$ cat config.mk
export PLATFORM = sky130hd
export DESIGN_NAME = scpd_ctrl
export DESIGN_NICKNAME = d
export VERILOG_FILES = /design/src/rtl/scpd_pkg.sv /design/src/rtl/scpd_ctrl.sv /design/src/rtl/scpd_sync.sv
export VERILOG_INCLUDE_DIRS = /design/src /design/src/rtl
export SDC_FILE = /design/constraint.sdc
export NUM_CORES = 1
export LEC_CHECK = 0
export ABC_AREA = 1
export ABC_CLOCK_PERIOD_IN_PS = 2540
export BUFFER_PORTS_ARGS = -buffer_cell sky130_fd_sc_hd__buf_4
export CORE_MARGIN = 4
export CORE_UTILIZATION = 35
export CTS_CLUSTER_SIZE = 28
export DETAILED_ROUTE_END_ITERATION = 10
export GPL_TIMING_DRIVEN = 0
export PLACE_DENSITY_LB_ADDON = 0.25
export SLEW_MARGIN = 20
export SYNTH_ARGS = -nofsm -noshare
export SYNTH_HDL_FRONTEND = slang
export SYNTH_SLANG_ARGS = --single-unit
export TNS_END_PERCENT = 50
$ cat constraint.sdc
create_clock -name sys_clk -period 2.54 [get_ports sys_clk]
set_clock_uncertainty 0.15 [all_clocks]
set_input_delay 0.254 -clock sys_clk [delete_from_list [all_inputs] [get_ports sys_clk]]
set_output_delay 0.254 -clock sys_clk [all_outputs]
set_load 0.03 [all_outputs]
$ cat src/rtl/scpd_consts.svh
// Contract
// - Latch straps on first power-good rising edge (bandwidth strap is read every cycle, not latched)
// - Afterwards pin is asynchronous active-low power-down
// - Two low samples, then off at complement fall
// - Supply valid enters state one, waits delay
// - State two waits clock valid and power-good
// - State three enables outputs once PLL locked
// - Outputs active within 1.8 ms of power-on
// - No valid clock keeps outputs disabled
// - Block write: index, count, data, all acked
// - Each written byte acked, index increments
// - Block read returns count then bytes from index
// - Respond only to strap-selected target address
// - Byte 0 bits 7:6 report PLL mode
// - Byte 0 bits 5:3 output enables, reset one
// - Byte 0 bit 0 reports frequency strap
// - Byte count register sets read length
`ifndef SCPD_CONSTS_SVH
`define SCPD_CONSTS_SVH
`define SCPD_REG_BYTE0       8'h00
`define SCPD_REG_BYTECOUNT   8'h07
`define SCPD_BYTE0_MODE_HI   7
`define SCPD_BYTE0_MODE_LO   6
`define SCPD_BYTE0_EN18      5
`define SCPD_BYTE0_EN16      3
`define SCPD_BYTE0_FREQ      0
`define SCPD_BYTE0_EN_RST    3'h7
`define SCPD_BYTECOUNT_RST   5'h08
`define SCPD_BYTECOUNT_MASK  8'h1f
`define SCPD_PWRUP_DLY_US    100
`define SCPD_CLK_MHZ         125
`define SCPD_LOCK_CYCLES     64
`define SCPD_CLKDET_WIN      64
`endif

$ cat src/rtl/scpd_pkg.sv
package scpd_pkg;
  // Power-up sequencer states
  typedef enum logic [1:0] {
    SCPD_ST_OFF,
    SCPD_ST_DELAY,
    SCPD_ST_WAIT,
    SCPD_ST_RUN
  } scpd_seq_type;
  // SMBus target states
  typedef enum logic [2:0] {
    SCPD_SM_IDLE,
    SCPD_SM_RX,
    SCPD_SM_RXACK,
    SCPD_SM_TX,
    SCPD_SM_TXACK,
    SCPD_SM_SKIP
  } scpd_smb_type;
  // Tri-level pin value
  typedef enum logic [1:0] {
    SCPD_TRI_LOW,
    SCPD_TRI_MID,
    SCPD_TRI_HIGH
  } scpd_tri_type;
endpackage

$ cat src/rtl/scpd_ctrl.sv
`include "scpd_consts.svh"
// Power-good/power-down, power-up sequencer and SMBus byte-0 target
module scpd_ctrl
  import scpd_pkg::*;
#(
  parameter int DLY_CYCLES  = (`SCPD_PWRUP_DLY_US * `SCPD_CLK_MHZ),
  parameter int LOCK_CYCLES = `SCPD_LOCK_CYCLES
) (
  // Clock and reset
  input  wire logic       sys_clk,
  input  wire logic       rst_b,
  // Power and clock status
  input  wire logic       supply_valid,
  input  wire logic       ref_clk_in,
  input  wire logic       diff_clock_out_complement,
  input  wire logic       power_good_powerdown_pin,
  // Straps
  input  wire logic       frequency_select_strap,
  input  wire logic [1:0] pll_bandwidth_select,
  input  wire logic [1:0] target_address_select_0,
  input  wire logic [1:0] target_address_select_1,
  // SMBus pins
  input  wire logic       scl_in,
  input  wire logic       sda_in,
  output logic            sda_out,
  output logic            sda_oe,
  // Output control
  output logic            outputs_enable,
  output logic [2:0]      output_enable_bits,
  output logic            pll_locked
);
  ////////////////////////////////////////////////////////////////////////
  // Synchronisers
  logic        pg_s, scl_s, sda_s, ref_s, cmp_s;  // Link and power pins
  logic        sup_s, freq_s;                      // Supply flag and frequency strap
  logic [1:0]  bw_s, sa0_s, sa1_s;                 // Tri-level straps
  logic [12:0] sync_in, sync_out;                  // Every pin crosses here
  // Straps and supply flag also cross, so no logic sees a raw pin
  assign sync_in = {power_good_powerdown_pin, scl_in, sda_in, ref_clk_in,
                    diff_clock_out_complement, supply_valid, frequency_select_strap,
                    pll_bandwidth_select, target_address_select_0, target_address_select_1};
  for (genvar g = 0; g < 13; g++) begin : g_sync
    scpd_sync u_sync (
      .sys_clk  (sys_clk),
      .rst_b    (rst_b),
      .async_in (sync_in[g]),
      .sync_out (sync_out[g])
    );
  end
  assign {pg_s, scl_s, sda_s, ref_s, cmp_s,
          sup_s, freq_s, bw_s, sa0_s, sa1_s} = sync_out;

  ////////////////////////////////////////////////////////////////////////
  // Strap latch on first power-good rise; bandwidth mode is resampled every cycle
  logic       pg_d_r, latched_r, freq_r;
  logic [6:0] addr_r;
  logic [1:0] mode_r;
  wire        pg_rise = pg_s & ~pg_d_r;
  // Tri-level address table (7-bit)
  function automatic logic [6:0] addr_map(input logic [1:0] s1, input logic [1:0] s0);
    logic [7:0] a;
    a = 8'hd8;
    unique case ({s1, s0})
      4'h0: a = 8'hd8;  4'h1: a = 8'hda;  4'h2: a = 8'hde;
      4'h4: a = 8'hc2;  4'h5: a = 8'hc4;  4'h6: a = 8'hc6;
      4'h8: a = 8'hca;  4'h9: a = 8'hcc;  4'ha: a = 8'hce;
      default: a = 8'hd8;
    endcase
    return a[7:1];
  endfunction
  // Mode readback from bandwidth select
  wire [1:0] mode_nxt = (bw_s == SCPD_TRI_LOW) ? 2'h0 :
                        (bw_s == SCPD_TRI_MID) ? 2'h1 : 2'h3;
  // Capture frequency and address straps once; mode follows the bandwidth strap every cycle
  always_ff @(posedge sys_clk) begin
    if (!rst_b) begin
      pg_d_r <= 1'b0; latched_r <= 1'b0; freq_r <= 1'b0;
      addr_r <= 7'h00; mode_r <= 2'h0;
    end else begin
      pg_d_r <= pg_s;
      mode_r <= mode_nxt;
      if (pg_rise && !latched_r) begin
        latched_r <= 1'b1;
        freq_r    <= freq_s;
        addr_r    <= addr_map(sa1_s, sa0_s);
      end
    end
  end

  ////////////////////////////////////////////////////////////////////////
  // Reference clock detector and lock counter
  logic       ref_d_r, cmp_d_r;
  logic [6:0] clkdet_r;
  logic [15:0] lock_r;
  wire ref_edge = ref_s & ~ref_d_r;
  wire clk_ok   = (clkdet_r != 7'h00);
  // Retrigger on each rising reference edge
  always_ff @(posedge sys_clk) begin
    if (!rst_b) begin
      ref_d_r <= 1'b0; clkdet_r <= 7'h00;
    end else begin
      ref_d_r  <= ref_s;
      clkdet_r <= ref_edge ? 7'(`SCPD_CLKDET_WIN) : (clk_ok ? clkdet_r - 7'h01 : 7'h00);
    end
  end

  ////////////////////////////////////////////////////////////////////////
  // Power-up sequencer
  scpd_seq_type seq_r, seq_nxt;
  logic [31:0]  dly_r;
  wire pd_n = latched_r & pg_s;
  // Next-state selection
  always_comb begin
    seq_nxt = seq_r;
    unique case (seq_r)
      SCPD_ST_OFF:   if (sup_s) seq_nxt = SCPD_ST_DELAY;
      SCPD_ST_DELAY: if (dly_r == 32'(DLY_CYCLES)) seq_nxt = SCPD_ST_WAIT;
      SCPD_ST_WAIT:  if (clk_ok && pd_n && lock_r == 16'(LOCK_CYCLES))
                       seq_nxt = SCPD_ST_RUN;
      SCPD_ST_RUN:   if (!clk_ok || !pd_n) seq_nxt = SCPD_ST_WAIT;
    endcase
    if (!sup_s) seq_nxt = SCPD_ST_OFF;
  end
  // State, delay and lock counters
  always_ff @(posedge sys_clk) begin
    if (!rst_b) begin
      seq_r <= SCPD_ST_OFF; dly_r <= 32'h0; lock_r <= 16'h0;
    end else begin
      seq_r  <= seq_nxt;
      dly_r  <= (seq_r == SCPD_ST_DELAY) ? dly_r + 32'h1 : 32'h0;
      // Lock holds through a power-down until the outputs have stopped
      lock_r <= (!clk_ok || (!pd_n && !gate_r)) ? 16'h0 :
                (lock_r == 16'(LOCK_CYCLES)) ? lock_r : lock_r + 16'h1;
    end
  end

  ////////////////////////////////////////////////////////////////////////
  // Glitch-free power-down gating on the complement output
  logic [1:0] pd_cnt_r;
  logic       gate_r;
  wire cmp_rise = cmp_s & ~cmp_d_r;
  wire cmp_fall = ~cmp_s & cmp_d_r;
  // Count complement rises in power-down, stop on the next fall
  always_ff @(posedge sys_clk) begin
    if (!rst_b) begin
      cmp_d_r <= 1'b0; pd_cnt_r <= 2'h0; gate_r <= 1'b0;
    end else begin
      cmp_d_r <= cmp_s;
      if (pd_n) pd_cnt_r <= 2'h0;
      else if (cmp_rise && pd_cnt_r != 2'h2) pd_cnt_r <= pd_cnt_r + 2'h1;
      // Lost clock stops at once, together with the lock flag
      if (!clk_ok) gate_r <= 1'b0;
      else if (seq_r != SCPD_ST_RUN && pd_n) gate_r <= 1'b0;
      else if (seq_r == SCPD_ST_RUN && pd_n) gate_r <= 1'b1;
      else if (pd_cnt_r == 2'h2 && cmp_fall) gate_r <= 1'b0;
    end
  end

  ////////////////////////////////////////////////////////////////////////
  // SMBus target
  scpd_smb_type smb_r;
  logic       scl_d_r, sda_d_r, rd_r, last_ack_r;
  logic [2:0] bit_r;
  logic [1:0] phase_r;  // 0 addr,1 index,2 count,3 data
  logic [7:0] sh_r, idx_r;
  logic [2:0] en_r;
  logic [4:0] bc_r;
  logic [4:0] left_r;
  wire scl_rise = scl_s & ~scl_d_r;
  wire scl_fall = ~scl_s & scl_d_r;
  wire start_c  = scl_s & sda_d_r & ~sda_s;
  wire stop_c   = scl_s & ~sda_d_r & sda_s;
  wire [7:0] rx_byte = {sh_r[6:0], sda_s};
  // Read data for an index; reserved bits zero
  wire [7:0] byte0 = {mode_r, en_r, 2'b00, freq_r};
  wire [7:0] rd_data = (idx_r == `SCPD_REG_BYTE0) ? byte0 :
                       (idx_r == `SCPD_REG_BYTECOUNT) ? {3'b000, bc_r} : 8'h00;
  // Protocol engine
  always_ff @(posedge sys_clk) begin
    if (!rst_b) begin
      smb_r <= SCPD_SM_IDLE; scl_d_r <= 1'b1; sda_d_r <= 1'b1;
      rd_r <= 1'b0; bit_r <= 3'h0; phase_r <= 2'h0; sh_r <= 8'h00;
      idx_r <= 8'h00; en_r <= `SCPD_BYTE0_EN_RST; bc_r <= `SCPD_BYTECOUNT_RST;
      left_r <= 5'h00; sda_out <= 1'b0; sda_oe <= 1'b0; last_ack_r <= 1'b0;
    end else begin
      scl_d_r <= scl_s;
      sda_d_r <= sda_s;
      if (stop_c) begin
        smb_r <= SCPD_SM_IDLE; sda_oe <= 1'b0;
      end else if (start_c) begin
        smb_r <= SCPD_SM_RX; bit_r <= 3'h0; phase_r <= 2'h0; sda_oe <= 1'b0;
      end else begin
        unique case (smb_r)
          SCPD_SM_IDLE, SCPD_SM_SKIP: sda_oe <= 1'b0;
          SCPD_SM_RX: if (scl_rise) begin
            sh_r  <= rx_byte;
            bit_r <= bit_r + 3'h1;
            if (bit_r == 3'h7) begin
              smb_r <= SCPD_SM_RXACK;
              if (phase_r == 2'h0) begin
                rd_r <= sda_s;
                if (rx_byte[7:1] != addr_r || !latched_r) smb_r <= SCPD_SM_SKIP;
              end else if (phase_r == 2'h1) idx_r <= rx_byte;
              else if (phase_r == 2'h3) begin
                if (idx_r == `SCPD_REG_BYTE0)
                  en_r <= rx_byte[`SCPD_BYTE0_EN18:`SCPD_BYTE0_EN16];
                else if (idx_r == `SCPD_REG_BYTECOUNT)
                  bc_r <= rx_byte[4:0];
                idx_r <= idx_r + 8'h01;
              end
            end
          end
          SCPD_SM_RXACK: begin
            if (scl_fall && !sda_oe) begin
              sda_oe <= 1'b1; sda_out <= 1'b0;
            end else if (scl_fall && sda_oe) begin
              sda_oe <= 1'b0;
              if (phase_r == 2'h0 && rd_r) begin
                smb_r <= SCPD_SM_TX; sh_r <= {3'b000, bc_r}; left_r <= bc_r;
                sda_oe <= 1'b1; sda_out <= bc_r[4] & 1'b0; bit_r <= 3'h0;
              end else begin
                smb_r <= SCPD_SM_RX;
                if (phase_r != 2'h3) phase_r <= phase_r + 2'h1;
              end
            end
          end
          SCPD_SM_TX: begin
            sda_oe  <= 1'b1;
            sda_out <= sh_r[7];
            if (scl_fall) begin
              sh_r  <= {sh_r[6:0], 1'b0};
              bit_r <= bit_r + 3'h1;
              if (bit_r == 3'h7) begin
                smb_r <= SCPD_SM_TXACK; sda_oe <= 1'b0;
              end
            end
          end
          SCPD_SM_TXACK: if (scl_rise) last_ack_r <= sda_s;
            else if (scl_fall) begin
              if (last_ack_r || left_r == 5'h00) smb_r <= SCPD_SM_SKIP;
              else begin
                smb_r <= SCPD_SM_TX; sh_r <= rd_data; bit_r <= 3'h0;
                idx_r <= idx_r + 8'h01; left_r <= left_r - 5'h01;
              end
            end
          default: smb_r <= SCPD_SM_IDLE;
        endcase
      end
    end
  end

  ////////////////////////////////////////////////////////////////////////
  // Registered outputs
  always_ff @(posedge sys_clk) begin
    if (!rst_b) begin
      outputs_enable <= 1'b0; output_enable_bits <= `SCPD_BYTE0_EN_RST; pll_locked <= 1'b0;
    end else begin
      outputs_enable     <= gate_r;
      output_enable_bits <= en_r & {3{gate_r}};
      pll_locked         <= (lock_r == 16'(LOCK_CYCLES));
    end
  end
endmodule

$ cat src/rtl/scpd_sync.sv
// Two-flop synchroniser for an asynchronous level
module scpd_sync (
  // Clock and reset
  input  wire logic sys_clk,
  input  wire logic rst_b,
  // Level in and out
  input  wire logic async_in,
  output logic      sync_out
);
  logic meta_r;  // First stage, read only by second

  // Two stages in series
  always_ff @(posedge sys_clk) begin
    if (!rst_b) begin
      meta_r   <= 1'b0;
      sync_out <= 1'b0;
    end else begin
      meta_r   <= async_in;
      sync_out <= meta_r;
    end
  end
endmodule

Word-level counts from Yosys, hierarchy flattened
Memory sizes are Yosys's and may differ from the RTL's. A register that Yosys moved wholly into a read port is not among the register bits. Index checks and enable logic that the tools add are counted.

Register bits after elaboration: 148. Memory bits (read-only): 64. Bits of input ports: 15. Output and inout bits: 7. Logic and storage cells: 283. Memories: 1.

Add/sub/neg operators: 8. Eq/ne operators: 50. Multiplexer cells: 76. Bitwise operators: 28. Reductions and logical operators: 62.

Memories: (no name shown) (words 16, width 4, read ports 1, clocked after Yosys merged registers in 1, wr ports 0, RTL line scpd_ctrl.sv:63) `unique case ({s1, s0})`.

Operators with widths (count): 8-bit 2-to-1 mux (17); 3-bit 2-to-1 mux (20); 2-bit inequality test (second input constant) (20); 3-bit inequality test (second input constant) (13); 9-bit AND reduction (4); 5-bit 2-to-1 mux (7); 32-bit by 1-bit adder with 32-bit output (second input constant) (1); 32-bit by 14-bit == test with 1-bit output (second input constant) (1); 8-bit case mux with 4 select lines (1); 10-bit AND reduction (3); 2-bit 2-to-1 mux (11); 16-bit by 1-bit adder with 16-bit output (second input constant) (1); 16-bit by 7-bit == test with 1-bit output (second input constant) (1); 1-bit inverter (16); 8-bit case mux with 2 select lines (1); 3-bit case mux with 5 select lines (1); 7-bit 2-to-1 mux (2); 2-bit nonzero test (7); 3-bit case mux with 4 select lines (1); 6-bit AND reduction (2); 1-bit AND (11); 1-bit logical AND (11); 1-bit 2-to-1 mux (11); 11-bit AND reduction (1); 33 further kinds (60).

Longest topological paths before layout
Depth after elaboration: 8. Mapped depth: 14. Depth with buffers taken out: 14.

Hierarchy
Synthesis repeated with hierarchy kept, for this count alone.

Cell total of the unflattened synthesis: 1066. Area, all modules: 7209.4 um2.

Modules (own cells, without submodules): scpd_ctrl (instances 1, cells each 988, area each 6493.7 um2, seq. area each 2382.3 um2); scpd_sync (instances 13, cells each 6, area each 55.1 um2, seq. area each 40.0 um2).

Least setup slack after synthesis
Ideal clock, no wire load.

Path type: flip-flop to flip-flop. Start: register sda_oe. End: register sh_r[1]. Setup time: 0.113 ns. Arrival time: 1.537 ns. Data required time: 2.277 ns. Slack: 0.740 ns. Cell stages (with the launch flop): 9. Path buffers: 1. Clock period less this slack: 1.800 ns. Path through: dfxtp_1 > nand3_1 > o21ai_1 > nand3_2 > nor2_4 > nand2_2 > buf_6 > nor2_1 > nor2_1.

Longest elaborated chain between the ends: 4. Elaborated cells on any way between the ends: 6. Classes of those cells: eq/ne (2); reduce/logical (4).

Ends and longest elaborated chain: start, declared (RTL line scpd_ctrl.sv:26) `output logic sda_oe,`; start signal, assigned (RTL line scpd_ctrl.sv:184) `left_r <= 5'h00; sda_out <= 1'b0; sda_oe <= 1'b0; last_ack_r <= 1'b0;`; start signal, assigned (RTL line scpd_ctrl.sv:189) `smb_r <= SCPD_SM_IDLE; sda_oe <= 1'b0;`; start signal, assigned (RTL line scpd_ctrl.sv:191) `smb_r <= SCPD_SM_RX; bit_r <= 3'h0; phase_r <= 2'h0; sda_oe <= 1'b0;`; 1-bit zero test (RTL line scpd_ctrl.sv:214) `if (scl_fall && !sda_oe) begin`; 1-bit logical AND (RTL line scpd_ctrl.sv:214); 2-bit inequality test (no line); 11-bit AND reduction (no line) (*); end signal, assigned (RTL line scpd_ctrl.sv:196) `sh_r <= rx_byte;`; end signal, assigned (RTL line scpd_ctrl.sv:231) `sh_r <= {sh_r[6:0], 1'b0};`; end, declared (RTL line scpd_ctrl.sv:165) `logic [7:0] sh_r, idx_r;`.

Every way passes the cells marked *; elsewhere a longest branch is shown, timed or not. A chain may end at the register's enable or synchronous reset.

Worst setup path after layout
Start: register phase_r[0]. End: register left_r[1].

Longest elaborated chain between the ends: 4.

Ends and longest elaborated chain: start, declared (RTL line scpd_ctrl.sv:164) `logic [1:0] phase_r;`; start signal, assigned (RTL line scpd_ctrl.sv:223) `if (phase_r != 2'h3) phase_r <= phase_r + 2'h1;`; 2-bit zero test (RTL line scpd_ctrl.sv:218) `if (phase_r == 2'h0 && rd_r) begin`; 1-bit logical AND (RTL line scpd_ctrl.sv:218); 2-bit inequality test (no line); 9-bit AND reduction (no line); end signal, assigned (RTL line scpd_ctrl.sv:243) `idx_r <= idx_r + 8'h01; left_r <= left_r - 5'h01;`; end, declared (RTL line scpd_ctrl.sv:168) `logic [4:0] left_r;`.

No other way between the ends.

==> impl_metrics.py <==
metrics = {
    "detailed_routing": {
        "met1_length_um": 8480,
        "totalWireLength_um": 17000,
        "antenna_left": 0,
        "dr.pass1.iters": 5,
        "dr_wl_met3_um": 741,
        "drtIter0Drc": 444,
        "routedWlPerCell_um": 12.2,
        "avgViaCountPerCell": 4.74,
        "wl_met2_um": 7420,
        "remaining_drc_errors": 0,
        "top_layer": "met4",
        "vias": 6613,
    },
    "synthesis": {
        "synth_warnings": 0,
        "yosys-top-cells-area": "dfxtp_1, nand2_1, inv_1",
        "ys.flop_type": "dfxtp_1",
        "synth-edff-count": 0,
        "syn-mean-instance-area_um2": 6.70,
        "synth.top_cell.area_share_pct": 40.7,
        "synth-seq-area-share_pct": 40.7,
        "syn_nets": 1097,
        "syn_area_um2": 7130,
        "synth_seq_cells": 145,
        "netlist_instances": 1065,
        "synth-async-reset-ratio_pct": 0,
        "synth_top_area_cell": "dfxtp_1",
        "yosysUniqueCellTypes": 45,
    },
    "sta": {
        "fmax_mhz": 465,
        "timing.final.max_slew_violations": 0,
        "rsz0062_at_grt": "no",
        "fin_crit_sh_pct": 84.7,
        "hold_violations": 0,
        "setup_tns_ns": 0,
        "finalSetupViolCount": 0,
        "fin_crit_ns": 2.15,
        "slew_headroom_pct": 47.6,
        "tightest_slew_ns": 0.786,
    },
    "critical_path": {
        "crit_family": "simple AND/OR/NAND/NOR gates",
        "cp_num_buf_inv": 2,
        "critPathCaptureType": "flip-flop",
        "worstPathRequired_ns": 2.70,
        "cp_slowest_stage_delay_ns": 0.33,
        "crit_path_max_fanout": 5,
        "path_cells": "inv_1, ha_1, nand2_1, o21ai_1, inv_1, nor3_2, nand2_2, o21ai_0, nor2_1",
        "arrival_ns": 2.31,
        "timing.rr.start": "phase_r[0]",
        "startpoint_type": "flip-flop",
        "rr_worst_depth": 9,
        "cpMostUsedCell": "inv_1",
        "path_class": "flip-flop to flip-flop",
        "reg2reg_slack_ns": 0.39,
        "r2r_end": "left_r[1]",
        "slowest_stage": "dfxtp_1",
    },
    "clock_network": {
        "cts_setup_buffers": 0,
        "cts_num_sinks": 145,
        "insertion_delay_ns": 0.43,
        "cts-root-buf": "clkbuf_16",
        "cts_hold_buffers": 13,
        "cts_resized": 0,
        "htreeDepth": 4,
        "cts_buffers": 17,
        "clock_path_buffers": 2,
        "cts_tree": "yes",
        "path_clk_slew_ns": 0.07,
    },
    "outcome": {
        "status": "finished, final reports clean",
    },
    "grt": {
        "grt_max_degree": 18,
        "grt_pass1_wl_um": 28600,
        "grt_usage_pct": 15.6,
        "antenna_found_initial": 0,
        "grt-ovfl-total": 0,
        "grt_pass1_vias": 6047,
    },
    "min_path": {
        "worstHoldEndpoint": "sh_r[1]",
        "hp-start": "rst_b",
        "min_path_type": "input port to flip-flop",
        "hold_depth": 4,
    },
    "final_layout": {
        "final_util_pct": 42.1,
        "stdcell_count": 1396,
        "fillers": 2110,
        "area_delta_synth_final_pct": 16.9,
        "register_area_um2": 2900,
        "fin_nets": 1150,
        "diodes": 0,
        "drive_above_1_share_pct": 7.78,
        "multi_input_area_um2": 3530,
    },
    "power": {
        "p_switching_mw": 1.46,
        "power.leakage_nw": 3.61,
        "intPower_mw": 3.84,
        "p_clk_share_pct": 46.5,
        "pwr_density_cell_nw_per_um2": 636,
        "seq_power_share_pct": 45.2,
        "ir_drop_mv": 0.510,
        "p_comb_share_pct": 8.3,
        "p_sw_share_pct": 27.5,
    },
    "floorplanning": {
        "fp-row-count": 51,
        "die_w_um": 151,
        "initial_core_util_pct": 36.1,
        "die_y_um": 151,
        "core_um2": 19800,
        "io_pins": 22,
        "dieArea_um2": 22700,
    },
    "placement": {
        "io_buffers": 21,
        "gp_congestion": 0.882,
        "dp_hpwl_um": 12700,
        "dpl.cell_count": 1351,
    },
    "run": {
        "cap_violations": 0,
    },
}
metrics by stage:
step	area [µm²]	worst slack [ns]	hold slack [ns]	power, mW
after global placement	7620	0.362	0.245	2.87
final	8340	0.387	0.140	5.30
after detailed placement	7620	0.340	0.245	2.87
after CTS	8340	0.380	0.131	5.36
after global routing	8340	0.123	0.144	5.54
after floorplan	7130	0.740	0.202	2.76
area by class of cell:
cell class | count | area share (%)
multi-input combinational | 737 | 42.3
sequential | 145 | 34.8
inverter | 168 | 7.60
clock buffer | 17 | 5.10
tap | 265 | 3.98
timing repair buffer | 34 | 3.45
clock inverter | 15 | 1.89
buffer | 15 | 0.841
cells in the mapped netlist (2+ instances only):
library cell	count
nand2_1	266
inv_1	162
dfxtp_1	145
nor2_1	141
nand3_1	72
a21oi_1	70
o21ai_0	52
nor3_1	29
nand4_1	18
ha_1	17
clkbuf_1	9
or2_2	9
xor2_1	8
o211ai_1	6
a31oi_1	5
inv_2	5
nor2_2	5
a221oi_1	4
nand2_2	3
nand3b_1	3
nor3b_1	3
nor4_1	3
xnor2_1	3
buf_1	2
buf_2	2
nand3_2	2
o21a_1	2
o21ai_1	2
routing by layer:
layer	vias to the layer above	global-route usage [%]
met2	137	24.5
li1	3499	-
met5	-	0
met1	2948	21.4
met4	0	5.62
met3	29	3.16
worst max-delay path by stage:
stage,start,to,slack [ns],cells after the start
after detailed placement,rst_b,pll_locked,0.34,5
after global placement,rst_b,pll_locked,0.36,5
after floorplan,sda_oe,sh_r[1],0.74,8
final,phase_r[0],left_r[1],0.39,9
after global routing,clkdet_r[0],lock_r[8],0.12,9
after CTS,dly_r[0],dly_r[28],0.38,8
flip-flops by register name, summed over array words and instances, names as in the netlist, 2 cells and up:
register and cells:
left_r 5, pd_cnt_r 2, sh_r 8, mode_r 2, clkdet_r 7, bit_r 3
addr_r 5, lock_r 16, seq_r 2, dly_r 32, g_sync.u_sync.meta_r 13, bc_r 5
smb_r 3, g_sync.u_sync.sync_out 13, idx_r 8, en_r 3, phase_r 2, output_enable_bits 3
worst register-to-register path: cells and delay by family (launching register included):
family | cells | cell delay (ns)
and+or+nand+nor | 4 | 0.58
buffers and inverters | 2 | 0.19
DFF | 1 | 0.33
AOI/OAI and AO/OA | 2 | 0.57
adders and majority gates | 1 | 0.23
cell usage in the layout (no fill, tap or decap), drive strengths merged, types with 2 or more instances in the layout:
master / n
a21oi: 71
a221oi: 4
a31oi: 5
buf: 27
clkbuf: 26
clkinv: 2
dfxtp: 145
dlygate4sd3: 13
ha: 17
inv: 180
nand2: 270
nand3: 75
nand3b: 3
nand4: 18
nor2: 148
nor3: 30
nor3b: 3
nor4: 3
o211ai: 6
o21a: 2
o21ai: 54
or2: 10
xnor2: 3
xor2: 8
kinds of logic (layout without fill, tap and decap cells):
group	after synthesis	count (layout)	synth area share, %
AOI/OAI and AO/OA	145	145	10.9
DFF	145	145	40.7
and+or+nand+nor	563	563	34.1
adders and majority gates	17	17	2.98
xor gates and xnor gates	11	11	1.35
buffers and inverters	183	249	9.86
muxes	1	1	0.140
power groups by stage:
| stage | logic, mW | clock network, mW | registers [mW] |
|---|---|---|---|
| after floorplan | 0.317 | 0 | 2.44 |
| after global placement | 0.421 | 0 | 2.45 |
| after detailed placement | 0.425 | 0 | 2.45 |
| after CTS | 0.443 | 2.52 | 2.40 |
| after global routing | 0.517 | 2.62 | 2.41 |
| final | 0.440 | 2.46 | 2.40 |
Power figures use the tool's default switching activity.
